## config.mk

```make
export PLATFORM = sky130hd
export DESIGN_NAME = acd_detector
export DESIGN_NICKNAME = d
export VERILOG_FILES = /design/src/acd_pkg.sv /design/src/acd_pin_sync.sv /design/src/acd_detector.sv
export SDC_FILE = /design/constraint.sdc
export NUM_CORES = 1
export LEC_CHECK = 0
export BUFFER_PORTS_ARGS = -buffer_cell sky130_fd_sc_hd__buf_2
export CAP_MARGIN = 25
export CORE_MARGIN = 2
export CORE_UTILIZATION = 35
export DETAILED_ROUTE_END_ITERATION = 10
export GPL_ROUTABILITY_DRIVEN = 1
export PLACE_DENSITY = 0.52
export SLEW_MARGIN = 40
export SYNTH_ARGS = -nofsm -noshare
export SYNTH_HDL_FRONTEND = slang
export SYNTH_SLANG_ARGS = --single-unit
```

## constraint.sdc

```tcl
create_clock -name clock -period 4.28 [get_ports clock]
set_clock_uncertainty 0.1 [all_clocks]
set_input_delay 0.428 -clock clock [delete_from_list [all_inputs] [get_ports clock]]
set_output_delay 0.428 -clock clock [all_outputs]
set_load 0.005 [all_outputs]
```

## src/acd_pkg.sv

```systemverilog
// shared constants of the audio clock detector status block
package acd_pkg;

  // ****************************************************************
  // register indices (byte address is four times the index)
  // ****************************************************************
  localparam logic [6:0] IDX_RATIO_HIGH = 7'h5c;
  localparam logic [6:0] IDX_RATIO_LOW = 7'h5d;
  localparam logic [6:0] IDX_FLAGS = 7'h5e;
  localparam logic [6:0] IDX_ERROR_IGNORE = 7'h25;
  localparam logic [6:0] IDX_IRQ_STATUS = 7'h60;
  localparam logic [6:0] IDX_IRQ_MASK = 7'h61;

  // ****************************************************************
  // field positions of the flag register and of the ratio msb
  // ****************************************************************
  localparam int FLAG_MCLK_HALTED = 6;
  localparam int FLAG_PLL_UNLOCKED = 5;
  localparam int FLAG_CLOCKS_MISSING = 4;
  localparam int FLAG_AUTO_SETUP = 3;
  localparam int FLAG_MCLK_INVALID = 2;
  localparam int FLAG_BCLK_INVALID = 1;
  localparam int FLAG_RATE_INVALID = 0;
  localparam int RATIO_MSB_POS = 8;
  localparam int FLAG_COUNT = 7;

  // ****************************************************************
  // reset values
  // ****************************************************************
  localparam logic [8:0] RESET_RATIO = 9'h000;
  localparam logic [6:0] RESET_FLAGS = 7'h00;
  localparam logic [6:0] RESET_IGNORE = 7'h00;
  localparam logic [6:0] RESET_MASK = 7'h00;
  localparam logic [6:0] RESET_STATUS = 7'h00;

  // ****************************************************************
  // detection thresholds
  // ****************************************************************
  localparam logic [8:0] BCLK_RATIO_MIN = 9'h020;
  localparam logic [8:0] BCLK_RATIO_MAX = 9'h100;
  localparam logic [8:0] FRAME_LOW_LIMIT = 9'h005;
  localparam logic [11:0] MCLK_NOPLL_MIN = 12'h080;
  localparam logic [11:0] MCLK_TOLERANCE = 12'h001;
  localparam logic [15:0] PERIOD_TOLERANCE = 16'h0002;
  localparam int MCLK_RATIO_COUNT = 14;
  localparam logic [13:0][11:0] MCLK_RATIO_TABLE = {
    12'h020, 12'h030, 12'h040, 12'h080, 12'h0c0, 12'h100, 12'h180,
    12'h200, 12'h300, 12'h400, 12'h480, 12'h600, 12'h800, 12'hc00};

  // ****************************************************************
  // timing
  // ****************************************************************
  localparam int CLOCK_PERIOD_NS = 20;
  localparam int MCLK_HALT_NS = 1000;
  localparam int MCLK_HALT_CYCLES = (MCLK_HALT_NS + CLOCK_PERIOD_NS - 1) / CLOCK_PERIOD_NS;
  localparam int FRAME_MIN_NS = 2500;
  localparam int FRAME_MIN_CYCLES = (FRAME_MIN_NS + CLOCK_PERIOD_NS - 1) / CLOCK_PERIOD_NS;
  localparam int FRAME_MAX_NS = 125000;
  localparam int FRAME_MAX_CYCLES = FRAME_MAX_NS / CLOCK_PERIOD_NS;
  localparam int CLOCKS_MISSING_NS = 250000;
  localparam int CLOCKS_MISSING_CYCLES = CLOCKS_MISSING_NS / CLOCK_PERIOD_NS;

endpackage

```

## src/acd_pin_sync.sv

```systemverilog
// three-stage pin synchroniser with agreement filter
`timescale 1ns/1ps
module acd_pin_sync #(
  parameter int WIDTH = 4
) (
  input wire logic clock,
  input wire logic reset_n,
  input wire logic [WIDTH-1:0] pin_in,
  output logic [WIDTH-1:0] level
);

  typedef struct packed {
    logic [WIDTH-1:0] s1;
    logic [WIDTH-1:0] s2;
    logic [WIDTH-1:0] s3;
    logic [WIDTH-1:0] level;
  } acd_sync_t;

  acd_sync_t st;
  acd_sync_t next_st;

  if (WIDTH < 1) begin : g_bad_width
    $error("acd_pin_sync needs at least one bit");
  end

  // s1 feeds only s2; the filter looks at s2 and s3
  always_comb begin
    next_st = st;
    next_st.s1 = pin_in;
    next_st.s2 = st.s1;
    next_st.s3 = st.s2;
    next_st.level = (st.s2 & st.s3) | (st.level & ~(st.s2 ^ st.s3));
  end

  always_ff @(posedge clock or negedge reset_n) begin
    if (!reset_n) begin
      st <= '0;
    end else begin
      st <= next_st;
    end
  end

  assign level = st.level;

endmodule

```

## src/acd_detector.sv

```systemverilog
// audio clock detector: ratio counting, validity flags, avalon slave
// Function
// - ratio msb read-only bit 0, rest zero
// - count bit clocks per frame, expose low byte
// - ratio at one bit per frame unreliable
// - bit 6 set while master clock halted
// - bit 5 set when pll unlocked or disabled
// - bit 4 set only when both clocks missing
// - bit 3 set when auto setup impossible
// - bit 2 set when master ratio undetectable
// - frame low five bits or less flags master
// - bit 1 clear only if ratio stable, 32..256
// - bit 0 set when sample rate undetectable
// - all errors ignored clears rate invalid flag
`timescale 1ns/1ps
module acd_detector #(
  parameter int FRAME_MAX_CYCLES = acd_pkg::FRAME_MAX_CYCLES,
  parameter int MISSING_CYCLES = acd_pkg::CLOCKS_MISSING_CYCLES
) (
  input wire logic clock,
  input wire logic reset_n,
  input wire logic [8:0] address,
  input wire logic read,
  input wire logic write,
  input wire logic [31:0] writedata,
  input wire logic [3:0] byteenable,
  output logic [31:0] readdata,
  output logic waitrequest,
  input wire logic master_clock,
  input wire logic bit_clock,
  input wire logic frame_clock,
  input wire logic pll_locked,
  input wire logic pll_enabled,
  output logic irq
);

  // ****************************************************************
  // elaboration checks
  // ****************************************************************
  if (FRAME_MAX_CYCLES > 65535 || FRAME_MAX_CYCLES <= acd_pkg::FRAME_MIN_CYCLES) begin : g_bad_f
    $error("FRAME_MAX_CYCLES out of range");
  end
  if (MISSING_CYCLES > 65535 || MISSING_CYCLES < 2) begin : g_bad_m
    $error("MISSING_CYCLES out of range");
  end

  localparam logic [15:0] FRAME_MAX = 16'(FRAME_MAX_CYCLES);
  localparam logic [15:0] FRAME_MIN = 16'(acd_pkg::FRAME_MIN_CYCLES);
  localparam logic [15:0] MISSING_MAX = 16'(MISSING_CYCLES);
  localparam logic [15:0] HALT_MAX = 16'(acd_pkg::MCLK_HALT_CYCLES);

  // ****************************************************************
  // state
  // ****************************************************************
  typedef struct packed {
    logic ack;
    logic [7:0] rdata;
    logic [3:0] pins_q;
    logic [8:0] bit_count;
    logic [8:0] low_count;
    logic [11:0] mclk_count;
    logic [15:0] period_count;
    logic [8:0] ratio;
    logic [8:0] low_len;
    logic [11:0] mclk_ratio;
    logic [15:0] period;
    logic ratio_stable;
    logic period_stable;
    logic frame_lost;
    logic [15:0] halt_count;
    logic [15:0] missing_count;
    logic [6:0] flags;
    logic [6:0] ignore;
    logic [6:0] status;
    logic [6:0] mask;
    logic irq;
  } acd_state_t;

  acd_state_t st;
  acd_state_t next_st;

  logic [3:0] pins;
  logic m_edge;
  logic m_rise;
  logic b_edge;
  logic b_rise;
  logic f_edge;
  logic f_rise;
  logic [6:0] index;
  logic request;
  logic [6:0] raw;
  logic [6:0] events;
  logic [15:0] period_diff;

  // ****************************************************************
  // pin synchronisers
  // ****************************************************************
  acd_pin_sync #(
    .WIDTH(4)
  ) u_sync (
    .clock(clock),
    .reset_n(reset_n),
    .pin_in({pll_locked, frame_clock, bit_clock, master_clock}),
    .level(pins)
  );

  assign m_edge = pins[0] ^ st.pins_q[0];
  assign m_rise = pins[0] & ~st.pins_q[0];
  assign b_edge = pins[1] ^ st.pins_q[1];
  assign b_rise = pins[1] & ~st.pins_q[1];
  assign f_edge = pins[2] ^ st.pins_q[2];
  assign f_rise = pins[2] & ~st.pins_q[2];

  // ****************************************************************
  // helpers
  // ****************************************************************
  // tolerance of one absorbs sampling jitter of the master clock
  function automatic logic mclk_ratio_ok(input logic [11:0] count);
    logic ok;
    ok = 1'b0;
    for (int i = 0; i < acd_pkg::MCLK_RATIO_COUNT; i++) begin
      if (count + acd_pkg::MCLK_TOLERANCE >= acd_pkg::MCLK_RATIO_TABLE[i] &&
          count <= acd_pkg::MCLK_RATIO_TABLE[i] + acd_pkg::MCLK_TOLERANCE) begin
        ok = 1'b1;
      end
    end
    return ok;
  endfunction

  function automatic logic [7:0] read_mux(input acd_state_t s, input logic [6:0] idx);
    logic [7:0] value;
    value = 8'h00;
    case (idx)
      acd_pkg::IDX_RATIO_HIGH: value = {7'h00, s.ratio[acd_pkg::RATIO_MSB_POS]};
      acd_pkg::IDX_RATIO_LOW: value = s.ratio[7:0];
      acd_pkg::IDX_FLAGS: value = {1'b0, s.flags};
      acd_pkg::IDX_ERROR_IGNORE: value = {1'b0, s.ignore};
      acd_pkg::IDX_IRQ_STATUS: value = {1'b0, s.status};
      acd_pkg::IDX_IRQ_MASK: value = {1'b0, s.mask};
      default: value = 8'h00;
    endcase
    return value;
  endfunction

  assign index = address[8:2];
  assign request = read | write;
  assign period_diff = (st.period_count > st.period) ? st.period_count - st.period
                                                     : st.period - st.period_count;

  // ****************************************************************
  // raw conditions
  // ****************************************************************
  always_comb begin
    raw = '0;
    // no master edge for the halt time
    raw[acd_pkg::FLAG_MCLK_HALTED] = st.halt_count >= HALT_MAX;
    raw[acd_pkg::FLAG_PLL_UNLOCKED] = ~pll_enabled | ~pins[3];
    raw[acd_pkg::FLAG_CLOCKS_MISSING] = st.missing_count >= MISSING_MAX;
    // master ratio must match a known ratio
    raw[acd_pkg::FLAG_MCLK_INVALID] = raw[acd_pkg::FLAG_MCLK_HALTED] | st.frame_lost |
                                      ~mclk_ratio_ok(st.mclk_ratio) |
                                      (st.low_len <= acd_pkg::FRAME_LOW_LIMIT);
    // one bit per frame gives a meaningless ratio, caught as invalid here
    raw[acd_pkg::FLAG_BCLK_INVALID] = st.frame_lost | ~st.ratio_stable |
                                      (st.ratio < acd_pkg::BCLK_RATIO_MIN) |
                                      (st.ratio > acd_pkg::BCLK_RATIO_MAX);
    // frame period stable and in range
    raw[acd_pkg::FLAG_RATE_INVALID] = st.frame_lost | ~st.period_stable |
                                      (st.period < FRAME_MIN);
    // an over-fast master clock aliases into a wrong ratio and fails here
    raw[acd_pkg::FLAG_AUTO_SETUP] = raw[acd_pkg::FLAG_RATE_INVALID] |
                                    raw[acd_pkg::FLAG_MCLK_INVALID] |
                                    (~pll_enabled & (st.mclk_ratio < acd_pkg::MCLK_NOPLL_MIN));
  end

  // ****************************************************************
  // next state
  // ****************************************************************
  always_comb begin
    next_st = st;
    events = '0;
    next_st.pins_q = pins;

    // frame measurement
    if (f_rise) begin
      // latch bit clocks of the finished frame
      next_st.ratio = st.bit_count;
      next_st.ratio_stable = ~st.frame_lost & (st.bit_count == st.ratio);
      next_st.bit_count = {8'h00, b_rise};
      next_st.low_len = st.low_count;
      next_st.low_count = 9'h000;
      next_st.mclk_ratio = st.mclk_count;
      next_st.mclk_count = {11'h000, m_rise};
      next_st.period = st.period_count;
      next_st.period_stable = ~st.frame_lost & (period_diff <= acd_pkg::PERIOD_TOLERANCE);
      next_st.period_count = 16'h0001;
      next_st.frame_lost = 1'b0;
    end else begin
      if (st.bit_count != 9'h1ff) begin
        next_st.bit_count = st.bit_count + {8'h00, b_rise};
      end
      if (st.low_count != 9'h1ff) begin
        next_st.low_count = st.low_count + {8'h00, b_rise & ~pins[2]};
      end
      if (st.mclk_count != 12'hfff) begin
        next_st.mclk_count = st.mclk_count + {11'h000, m_rise};
      end
      if (st.period_count != 16'hffff) begin
        next_st.period_count = st.period_count + 16'h0001;
      end
      // too long without a frame: everything derived from frames is void
      if (st.period_count >= FRAME_MAX) begin
        next_st.frame_lost = 1'b1;
        next_st.ratio_stable = 1'b0;
        next_st.period_stable = 1'b0;
      end
    end

    if (m_edge) begin
      next_st.halt_count = 16'h0000;
    end else if (st.halt_count != 16'hffff) begin
      next_st.halt_count = st.halt_count + 16'h0001;
    end

    // any serial clock edge proves presence
    if (b_edge | f_edge) begin
      next_st.missing_count = 16'h0000;
    end else if (st.missing_count != 16'hffff) begin
      next_st.missing_count = st.missing_count + 16'h0001;
    end

    // flags follow current conditions every cycle
    next_st.flags = raw;
    // rate flag drops when every asserted error is ignored
    if ((raw & ~st.ignore) == 7'h00) begin
      next_st.flags[acd_pkg::FLAG_RATE_INVALID] = 1'b0;
    end

    // interrupt on each flag rising
    events = next_st.flags & ~st.flags;

    // bus slave: one wait state, read data captured on the first cycle
    next_st.ack = request & ~st.ack;
    if (request & ~st.ack) begin
      next_st.rdata = read_mux(st, index);
    end
    if (write & st.ack & byteenable[0]) begin
      case (index)
        acd_pkg::IDX_ERROR_IGNORE: next_st.ignore = writedata[6:0];
        acd_pkg::IDX_IRQ_MASK: next_st.mask = writedata[6:0];
        acd_pkg::IDX_IRQ_STATUS: next_st.status = st.status & ~writedata[6:0];
        default: next_st.ignore = next_st.ignore;
      endcase
    end
    // new events win over a write-one-to-clear in the same cycle
    next_st.status = next_st.status | events;
    next_st.irq = |(next_st.status & next_st.mask);
  end

  // ****************************************************************
  // registers
  // ****************************************************************
  always_ff @(posedge clock or negedge reset_n) begin
    if (!reset_n) begin
      st <= '0;
      st.ratio <= acd_pkg::RESET_RATIO;
      st.flags <= acd_pkg::RESET_FLAGS;
      st.ignore <= acd_pkg::RESET_IGNORE;
      st.mask <= acd_pkg::RESET_MASK;
      st.status <= acd_pkg::RESET_STATUS;
      st.frame_lost <= 1'b1;
    end else begin
      st <= next_st;
    end
  end

  // ****************************************************************
  // outputs
  // ****************************************************************
  assign waitrequest = request & ~st.ack;
  assign readdata = {24'h000000, st.rdata};
  assign irq = st.irq;

endmodule

```

---- Word-level counts from Yosys, hierarchy flattened ----
Index checks and enable logic that the tools add are counted.
cells by class
  $add $sub $neg .......................... 9
  magnitude comparators ................... 38
  equal/unequal tests ..................... 13
  mux-type cells .......................... 31
  bitwise operators ....................... 50
  reduce and logical (&&, ||, !) cells .... 24
operators by type and width
  kind                     count
  $mux W16                 6
  $add A16 B1 Y16 const B  3
  $ne A16 B16 Y1 const B   3
  $pmux W8 S6              1
  $mux W46                 1
  $ge A12 B11 Y1 const B   3
  $le A12 B11 Y1 const B   3
  $eq A7 B7 Y1 const B     5
  $sub A16 B16 Y16         2
  $and A7 B7 Y7            4
  $ge A12 B10 Y1 const B   2
  $ge A12 B12 Y1 const B   2
  $ge A12 B6 Y1 const B    2
  $ge A12 B8 Y1 const B    2
  $ge A12 B9 Y1 const B    2
  $le A12 B10 Y1 const B   2
  $le A12 B12 Y1 const B   2
  $le A12 B6 Y1 const B    2
  $le A12 B8 Y1 const B    2
  $le A12 B9 Y1 const B    2
  $not A7 Y7               3
  $add A9 B1 Y9            2
  $mux W9                  2
  $ne A9 B9 Y1 const B     2
  36 further kinds         105
word-level totals
  register bits ........................... 184
  input port bits ......................... 54
  output and inout bits ................... 34
  logic and storage cells ................. 190

---- Depth between registers and ports, before layout ----
Gate-level depths: netlist of run 1.
  depth after elaboration ................. 29
  mapped depth ............................ 14

---- Modules after synthesis ----
Synthesis of run 1 repeated with hierarchy kept, for this count alone.
second synthesis, totals
  cell total of the unflattened synthesis .. 1,181
  area, all modules ....................... 11,011.8 um^2
modules (own cells, without submodules)
  module        instances  cells an instance  area an instance (um^2)
  acd_detector  1          1,149              10,486.3
  acd_pin_sync  1          32                 525.5

---- Worst setup path after synthesis of run 1 ----
No wires, ideal clock.
  kind .................................... flip-flop to flip-flop
  start point ............................. reg st[113] (netlist bit)
  end point ............................... reg st[62] (netlist bit)
  arrival time ............................ 3.035 ns
  required time ........................... 4.088 ns
  path slack .............................. 1.053 ns
  cell stages (with the launch flop) ...... 13
  path buffers ............................ 2
  clock period less this slack ............ 3.227 ns
  path through ............................ dfrtp_1 -> ha_1 -> buf_6 -> a21o_1 -> a221o_1 -> a211oi_4 -> a22o_1 -> buf_4 -> mux2i_1 -> xor2_1 -> o2111a_1 -> nand4_1 -> o31ai_2
between the ends
  cells in the longest elaborated chain, start to end .. 5
  elaborated cells on any way between the ends .. 9
RTL lines
  element                                         line                 RTL
  start, declared                                 acd_detector.sv:79   acd_state_t st;
  start signal, assigned                          acd_detector.sv:273  st <= next_st;
  $sub A16 B16 Y16, or another cell as far along  acd_detector.sv:148  : st.period - st.period_count;
  $mux W16                                        acd_detector.sv:147  assign period_diff = (st.period_count > st.period) ? st.period_count - st.period
  $le A16 B2 Y1                                   acd_detector.sv:195  next_st.period_stable = ~st.frame_lost & (period_diff <= acd_pkg::PERIOD_TOLERANCE);
  $and A1 B1 Y1                                   acd_detector.sv:195
  $mux W3                                         acd_detector.sv:185  if (f_rise) begin
Parallel ways exist; a longest one is shown, timed or not.
A chain may end at the register's enable or synchronous reset.

---- Worst setup path in the final report of run 1 ----
  start point ............................. reg st[70] (netlist bit)
  end point ............................... reg st[62] (netlist bit)
between the ends
  cells in the longest elaborated chain, start to end .. 5
  elaborated cells on any way between the ends .. 7
RTL lines
  element                                         line
  $sub A16 B16 Y16, or another cell as far along  acd_detector.sv:148
  $mux W16 (*)                                    acd_detector.sv:147
  $le A16 B2 Y1 (*)                               acd_detector.sv:195
  $and A1 B1 Y1 (*)                               acd_detector.sv:195
  $mux W3 (*)                                     acd_detector.sv:185
Mark *: on every way between the ends. The rest lies on a longest branch, timed or not.

==> results of run 1 <==
==> worst register-to-register path, stage by stage, from the launching register on <==
cell and delay (ns):
dfrtp_1 0.41, inv_1 0.08, ha_1 0.41, a21o_1 0.22
a21o_1 0.22, a22oi_2 0.44, a22o_1 0.50, buf_4 0.22
mux2i_1 0.21, xnor2_1 0.17, o2111a_1 0.22, nand4_1 0.13
o31ai_2 0.28
==> synth_stat cells, types with 12 or more instances <==
master | n | area, sq um
buf_4 | 33 | 247.7
clkbuf_1 | 29 | 108.9
xnor2_1 | 38 | 332.8
nand4_1 | 29 | 181.4
inv_1 | 68 | 255.2
nand2_1 | 109 | 409.1
dfrtp_1 | 182 | 4554
or3_1 | 12 | 75.07
nand3_1 | 48 | 240.2
nor3_1 | 29 | 145.1
mux2_2 | 40 | 450.4
a21oi_1 | 49 | 245.2
o21ai_0 | 59 | 295.3
nor4_1 | 15 | 93.84
a21o_1 | 17 | 127.6
xor2_1 | 42 | 367.9
ha_1 | 53 | 663.1
a31oi_1 | 12 | 75.07
nor2_1 | 119 | 446.7
==> sequential cells by signal, indices dropped and copies added (netlist names) <==
| name | flops |
|---|---|
| u_sync.st | 4 |
| u_sync.level | 4 |
| st | 158 |
| u_sync.next_st | 8 |
| readdata | 8 |
| irq | 1 |
==> path summary, 6_finish.rpt <==
| check | to | slack, ns | cells after the start |
|---|---|---|---|
| hold / removal | st[27] | 0.14 | 2 |
| hold reg to reg | u_sync.next_st[5] | 0.25 | 0 |
| setup / recovery | st[62] | 0.59 | 12 |
| max in group asynchronous | st[124] | 2.61 | 3 |
| min in group asynchronous | u_sync.st[7] | 0.50 | 2 |
| setup reg to reg | st[62] | 0.59 | 12 |
==> kinds of logic after synthesis <==
logic type / Yosys count
other: 1
AND/OR/NAND/NOR: 415
buffers and inverters: 141
adder cells (fa/ha/maj): 55
AO/OA/AOI/OAI: 217
multiplexers: 52
XOR/XNOR: 80
flip-flops: 183
==> power by group <==
part	total (mW)	leakage, nW	switching (mW)	internal, mW
Combinational	2.06	2.66	1.16	0.902
Clock	1.55	0.285	0.741	0.805
Sequential	2.03	2.42	0.161	1.87
Total	5.64	5.37	2.06	3.57
==> area by class of cell <==
| cell class | instances | area (sq um) | area share |
|---|---|---|---|
| timing repair buffer | 49 | 307.8 | 0.02623 |
| tap | 390 | 488.0 | 0.04159 |
| inverter | 68 | 255.2 | 0.02176 |
| clock inverter | 13 | 125.1 | 0.01066 |
| multi-input combinational | 843 | 5523 | 0.4707 |
| sequential | 183 | 4581 | 0.3904 |
| clock buffer | 19 | 452.9 | 0.03861 |
==> routing by layer <==
metal	vias to the layer above	track usage	part of all wire
met5	-	0	0
met4	0	0.04844	0.018
met3	24	0.02558	0.024
met2	104	0.2492	0.47
met1	3819	0.2159	0.49
li1	3984	-	-
==> flow_metrics.py, run 1 <==
metrics = {
    "outcome": {
        "outcome": "completed",
    },
    "worst_setup_path": {
        "critPathKind": "reg2reg",
        "rr_startpoint": "st[70]",
        "required_ns": 4.51,
        "slowest_stage": "a22o_1",
        "crit_path_cell_trace": "inv_1 -> ha_1 -> a21o_1 -> a21o_1 -> a22oi_2 -> a22o_1 -> buf_4 -> mux2i_1 -> xnor2_1 -> o2111a_1 -> nand4_1 -> o31ai_2",
        "cpMostUsedCell": "a21o_1",
        "critPathTopFamily": "compound AO/OA/AOI/OAI gates",
        "startpoint_type": "register",
        "path_max_fanout": 9,
        "worstSetupEndpointType": "register",
        "slowest_delay_ns": 0.50,
        "crit_buf_inv": 2,
        "startpoint": "st[70]",
        "arrival_ns": 3.92,
    },
    "global_route": {
        "grt_pass1_wl_um": 39790,
        "grt_pass1_vias": 7691,
        "grt_max_degree": 98,
        "grtUsageTotal": 0.1559,
        "gr-total-overflow": 0,
        "grt_antenna_before_repair": 0,
    },
    "power_and_ir_drop": {
        "powerDensity_nw_per_um2": 480.4,
        "p_leak_nw": 5.368,
        "total_power_mw": 5.637,
        "peakVddDrop_uv": 297.0,
    },
    "cells_and_area": {
        "drive_gt1_frac": 0.1166,
        "post-route-util": 0.3938,
        "diodes": 0,
        "fin_area_sq_um": 11730,
        "layout.nets": 1271,
        "layout_commonest_cell": "dfrtp_1",
        "fillers": 3052,
        "final_cell_count_no_fill": 1565,
        "areaGrowthSynthToFinish_pct": 9.955,
        "layout_common_cells": "dfrtp_1 (182), nor2_1 (119), nand2_1 (109), inv_1 (68), o21ai_0 (59)",
    },
    "min_path": {
        "worstHoldStart": "pll_enabled",
        "hp-class": "in2reg",
    },
    "sta": {
        "finalSetupTns_ns": 0,
        "setup_viol": 0,
        "layout_min_cycle_time_ns": 3.693,
        "slew_headroom": 0.4840,
        "final_max_slew_viol_count": 0,
        "hold_violations": 0,
        "hold_ws_ns": 0.1372,
        "fin_ws_ns": 0.5871,
        "max_freq_mhz": 270.8,
        "grt_setup_unrepaired": "false",
        "tightestPinTransition_ns": 0.7740,
        "period_share": 0.8628,
    },
    "clock_network": {
        "clockRootBuffer": "clkbuf_16",
        "cts_inserted_buffers": 17,
        "post_cts_buffers": 0,
        "postCtsHoldBufs": 5,
        "cts_tree": "yes",
        "cts_max_level": 4,
        "cts_resized": 0,
        "cts.clk_slew.worst_paths_ns": 0.07,
        "clkSinkCount": 183,
        "clk_latency_ns": 0.44,
        "clockBufferDepth": 2,
    },
    "run": {
        "cap_violations": 0,
    },
    "yosys": {
        "muxShareOfSynthArea": 0.05394,
        "synth_edf_count": 0,
        "synth_fa_ha_area_frac": 0.06590,
        "synth-seq-area-share": 0.4293,
        "synth.distinct_cells": 68,
        "synth_xor_area_frac": 0.06567,
        "synthSimpleGateAreaFrac": 0.1854,
        "syn_area_sq_um": 10670,
        "yosysWarnings": 0,
        "synth-async-reset-ratio": 1.000,
        "synth_compound_gate_area_share": 0.1366,
        "synth-seq-cells": 183,
        "avgSynthCellArea_sq_um": 9.327,
        "netlist_instances": 1144,
        "ys.flop_type": "dfrtp_1",
        "synth_top_family_by_area": "simple AND/OR/NAND/NOR gates",
    },
    "drt": {
        "wirelength_um": 23430,
        "viasPerCell": 5.068,
        "first_pass_iters": 5,
        "drcViolationCount": 0,
        "routedWlPerCell_um": 14.97,
        "ant_nets": 0,
        "drt_iter0_markers": 405,
        "vias": 7931,
    },
    "place": {
        "portBuffers": 33,
        "placedCellCount": 1528,
        "gp_congestion": 0.8398,
        "dpl_worst_slack_ns": 0.6233,
        "placed_area_sq_um": 11100,
        "hpwl_um": 16840,
    },
    "floorplan": {
        "fp.dieArea_sq_um": 31900,
        "start_util": 0.3581,
        "core_region_area_sq_um": 29800,
        "die_w_um": 178.6,
        "io_pins": 88,
        "fp-row-count": 63,
        "fp.dieH_um": 178.6,
    },
}
Power figures use the tool's default switching activity.
==> inputs of run 2 (changes only) <==
--- a/config.mk
+++ b/config.mk
@@ -8,11 +8,12 @@
 export BUFFER_PORTS_ARGS = -buffer_cell sky130_fd_sc_hd__buf_2
 export CAP_MARGIN = 25
 export CORE_MARGIN = 2
-export CORE_UTILIZATION = 35
+export CORE_UTILIZATION = 30
 export DETAILED_ROUTE_END_ITERATION = 10
 export GPL_ROUTABILITY_DRIVEN = 1
-export PLACE_DENSITY = 0.52
+export PLACE_DENSITY = 0.47
 export SLEW_MARGIN = 40
 export SYNTH_ARGS = -nofsm -noshare
 export SYNTH_HDL_FRONTEND = slang
 export SYNTH_SLANG_ARGS = --single-unit
+export TNS_END_PERCENT = 10
==> flow_metrics.py, run 2 (synthesis gave the netlist of run 1 again) <==
metrics = {
    "drt": {
        "first_pass_iters": 5,
        "vias": 8008,
        "ant_nets": 0,
        "routedWlPerCell_um": 14.77,
        "drcViolationCount": 0,
        "drt_iter0_markers": 477,
        "wirelength_um": 24120,
        "viasPerCell": 4.904,
    },
    "sta": {
        "grt_setup_unrepaired": "false",
        "hold_violations": 0,
        "max_freq_mhz": 253.8,
        "layout_min_cycle_time_ns": 3.941,
        "period_share": 0.9207,
        "tightestPinTransition_ns": 0.6880,
        "final_max_slew_viol_count": 0,
        "hold_ws_ns": 0.1485,
        "setup_viol": 0,
        "slew_headroom": 0.5396,
        "finalSetupTns_ns": 0,
    },
    "worst_setup_path": {
        "required_ns": 4.52,
        "startpoint_type": "register",
        "arrival_ns": 4.18,
        "path_max_fanout": 12,
        "ff2ff_path_depth": 10,
        "startpoint": "st[113]",
        "rr_startpoint": "st[113]",
        "worstSetupEndpointType": "register",
        "crit_path_cell_trace": "ha_1 -> a21o_1 -> a221o_1 -> a211oi_4 -> a22o_1 -> o221ai_1 -> a211o_1 -> a2111oi_2 -> nand4_1 -> o31ai_2",
        "slowest_delay_ns": 0.60,
        "critPathKind": "reg2reg",
        "slowest_stage": "a22o_1",
    },
    "floorplan": {
        "start_util": 0.3022,
        "fp.dieH_um": 192.6,
        "fp.dieArea_sq_um": 37090,
        "core_region_area_sq_um": 35310,
        "io_pins": 88,
        "die_w_um": 192.6,
        "fp-row-count": 69,
    },
    "place": {
        "portBuffers": 33,
        "gp_congestion": 0.8190,
        "hpwl_um": 17300,
    },
    "global_route": {
        "grtUsageTotal": 0.1382,
        "grt_pass1_wl_um": 41190,
        "grt_antenna_before_repair": 0,
        "grt_max_degree": 109,
        "gr-total-overflow": 0,
        "grt_pass1_vias": 7860,
    },
    "cells_and_area": {
        "drive_gt1_frac": 0.1135,
        "areaGrowthSynthToFinish_pct": 10.94,
        "multi_input_area_sq_um": 5523,
        "largest_reg_flops": 158,
        "layout_commonest_cell": "dfrtp_1",
        "layout_common_cells": "dfrtp_1 (182), nor2_1 (119), nand2_1 (109), inv_1 (68), o21ai_0 (59)",
        "top_register": "st",
        "fillers": 3681,
        "layout.nets": 1268,
        "regArea_sq_um": 4581,
        "diodes": 0,
        "post-route-util": 0.3352,
    },
    "power_and_ir_drop": {
        "peakVddDrop_uv": 471.8,
        "p_leak_nw": 5.369,
        "powerDensity_nw_per_um2": 479.9,
        "total_power_mw": 5.680,
    },
    "outcome": {
        "outcome": "completed",
    },
    "clock_network": {
        "cts.clk_slew.worst_paths_ns": 0.07,
        "clkSinkCount": 183,
        "cts_tree": "yes",
        "cts_inserted_buffers": 17,
        "clockBufferDepth": 2,
        "clk_latency_ns": 0.44,
        "clockRootBuffer": "clkbuf_16",
        "post_cts_buffers": 0,
        "cts_max_level": 4,
    },
    "min_path": {
        "worstHoldStart": "writedata[5]",
        "min_path_cells": 2,
        "hp-class": "in2reg",
    },
    "run": {
        "cap_violations": 0,
    },
}
-- run 2: per-stage QoR --
stage	cell area (sq um)	setup WS, ns	instances
after detailed placement	11190	0.3585	1596
after CTS	11830	0.3325	1633
after floorplan	10760	1.053	1167
final	11840	0.3392	1633
after global routing	11840	0.05571	1633
after global placement	11180	0.3683	1596
-- run 2: where the power goes --
part           switching, mW  internal [mW]  total, mW
clock network          0.748          0.857       1.61
registers              0.153           1.87       2.02
logic                   1.18          0.875       2.06
-- run 2: worst paths after layout --
kind / end / slack, ns
max: st[62] / 0.34
min: st[20] / 0.15
max reg2reg: st[62] / 0.34
min reg2reg: u_sync.next_st[4] / 0.25
max in group asynchronous: st[10] / 2.86
min in group asynchronous: st[62] / 0.43
-- run 2: critical path: cells and delay by family, from the launching register on --
family | cells | cell delay, ns
AND/OR/NAND/NOR | 1 | 0.16
AO/OA/AOI/OAI | 8 | 2.69
flip-flops | 1 | 0.45
adder cells (fa/ha/maj) | 1 | 0.44
-- run 2: per-layer routing --
metal | part of all wire | up-vias | wire, um | track usage
met3 | 0.022 | 12 | 525 | 0.02146
met1 | 0.49 | 3918 | 11860 | 0.1902
met2 | 0.48 | 88 | 11530 | 0.2276
met4 | 0.0084 | 0 | 203 | 0.03200
li1 | - | 3990 | - | -
met5 | 0 | - | 0 | 0
-- run 2: cell type report --
type | count | area share
inverters | 68 | 0.02156
clock inverters | 12 | 0.01131
flip-flops and latches | 183 | 0.3870
multi-input cells | 843 | 0.4665
well taps | 461 | 0.04873
clock buffers | 20 | 0.03858
repair buffers | 46 | 0.02632
-- run 2: what timing repair did --
| item | in CTS | in global routing |
|---|---|---|
| hold buffers | 5 | 0 |
| resized for setup | 0 | 0 |
| hold endpoints to repair | 109 | 0 |
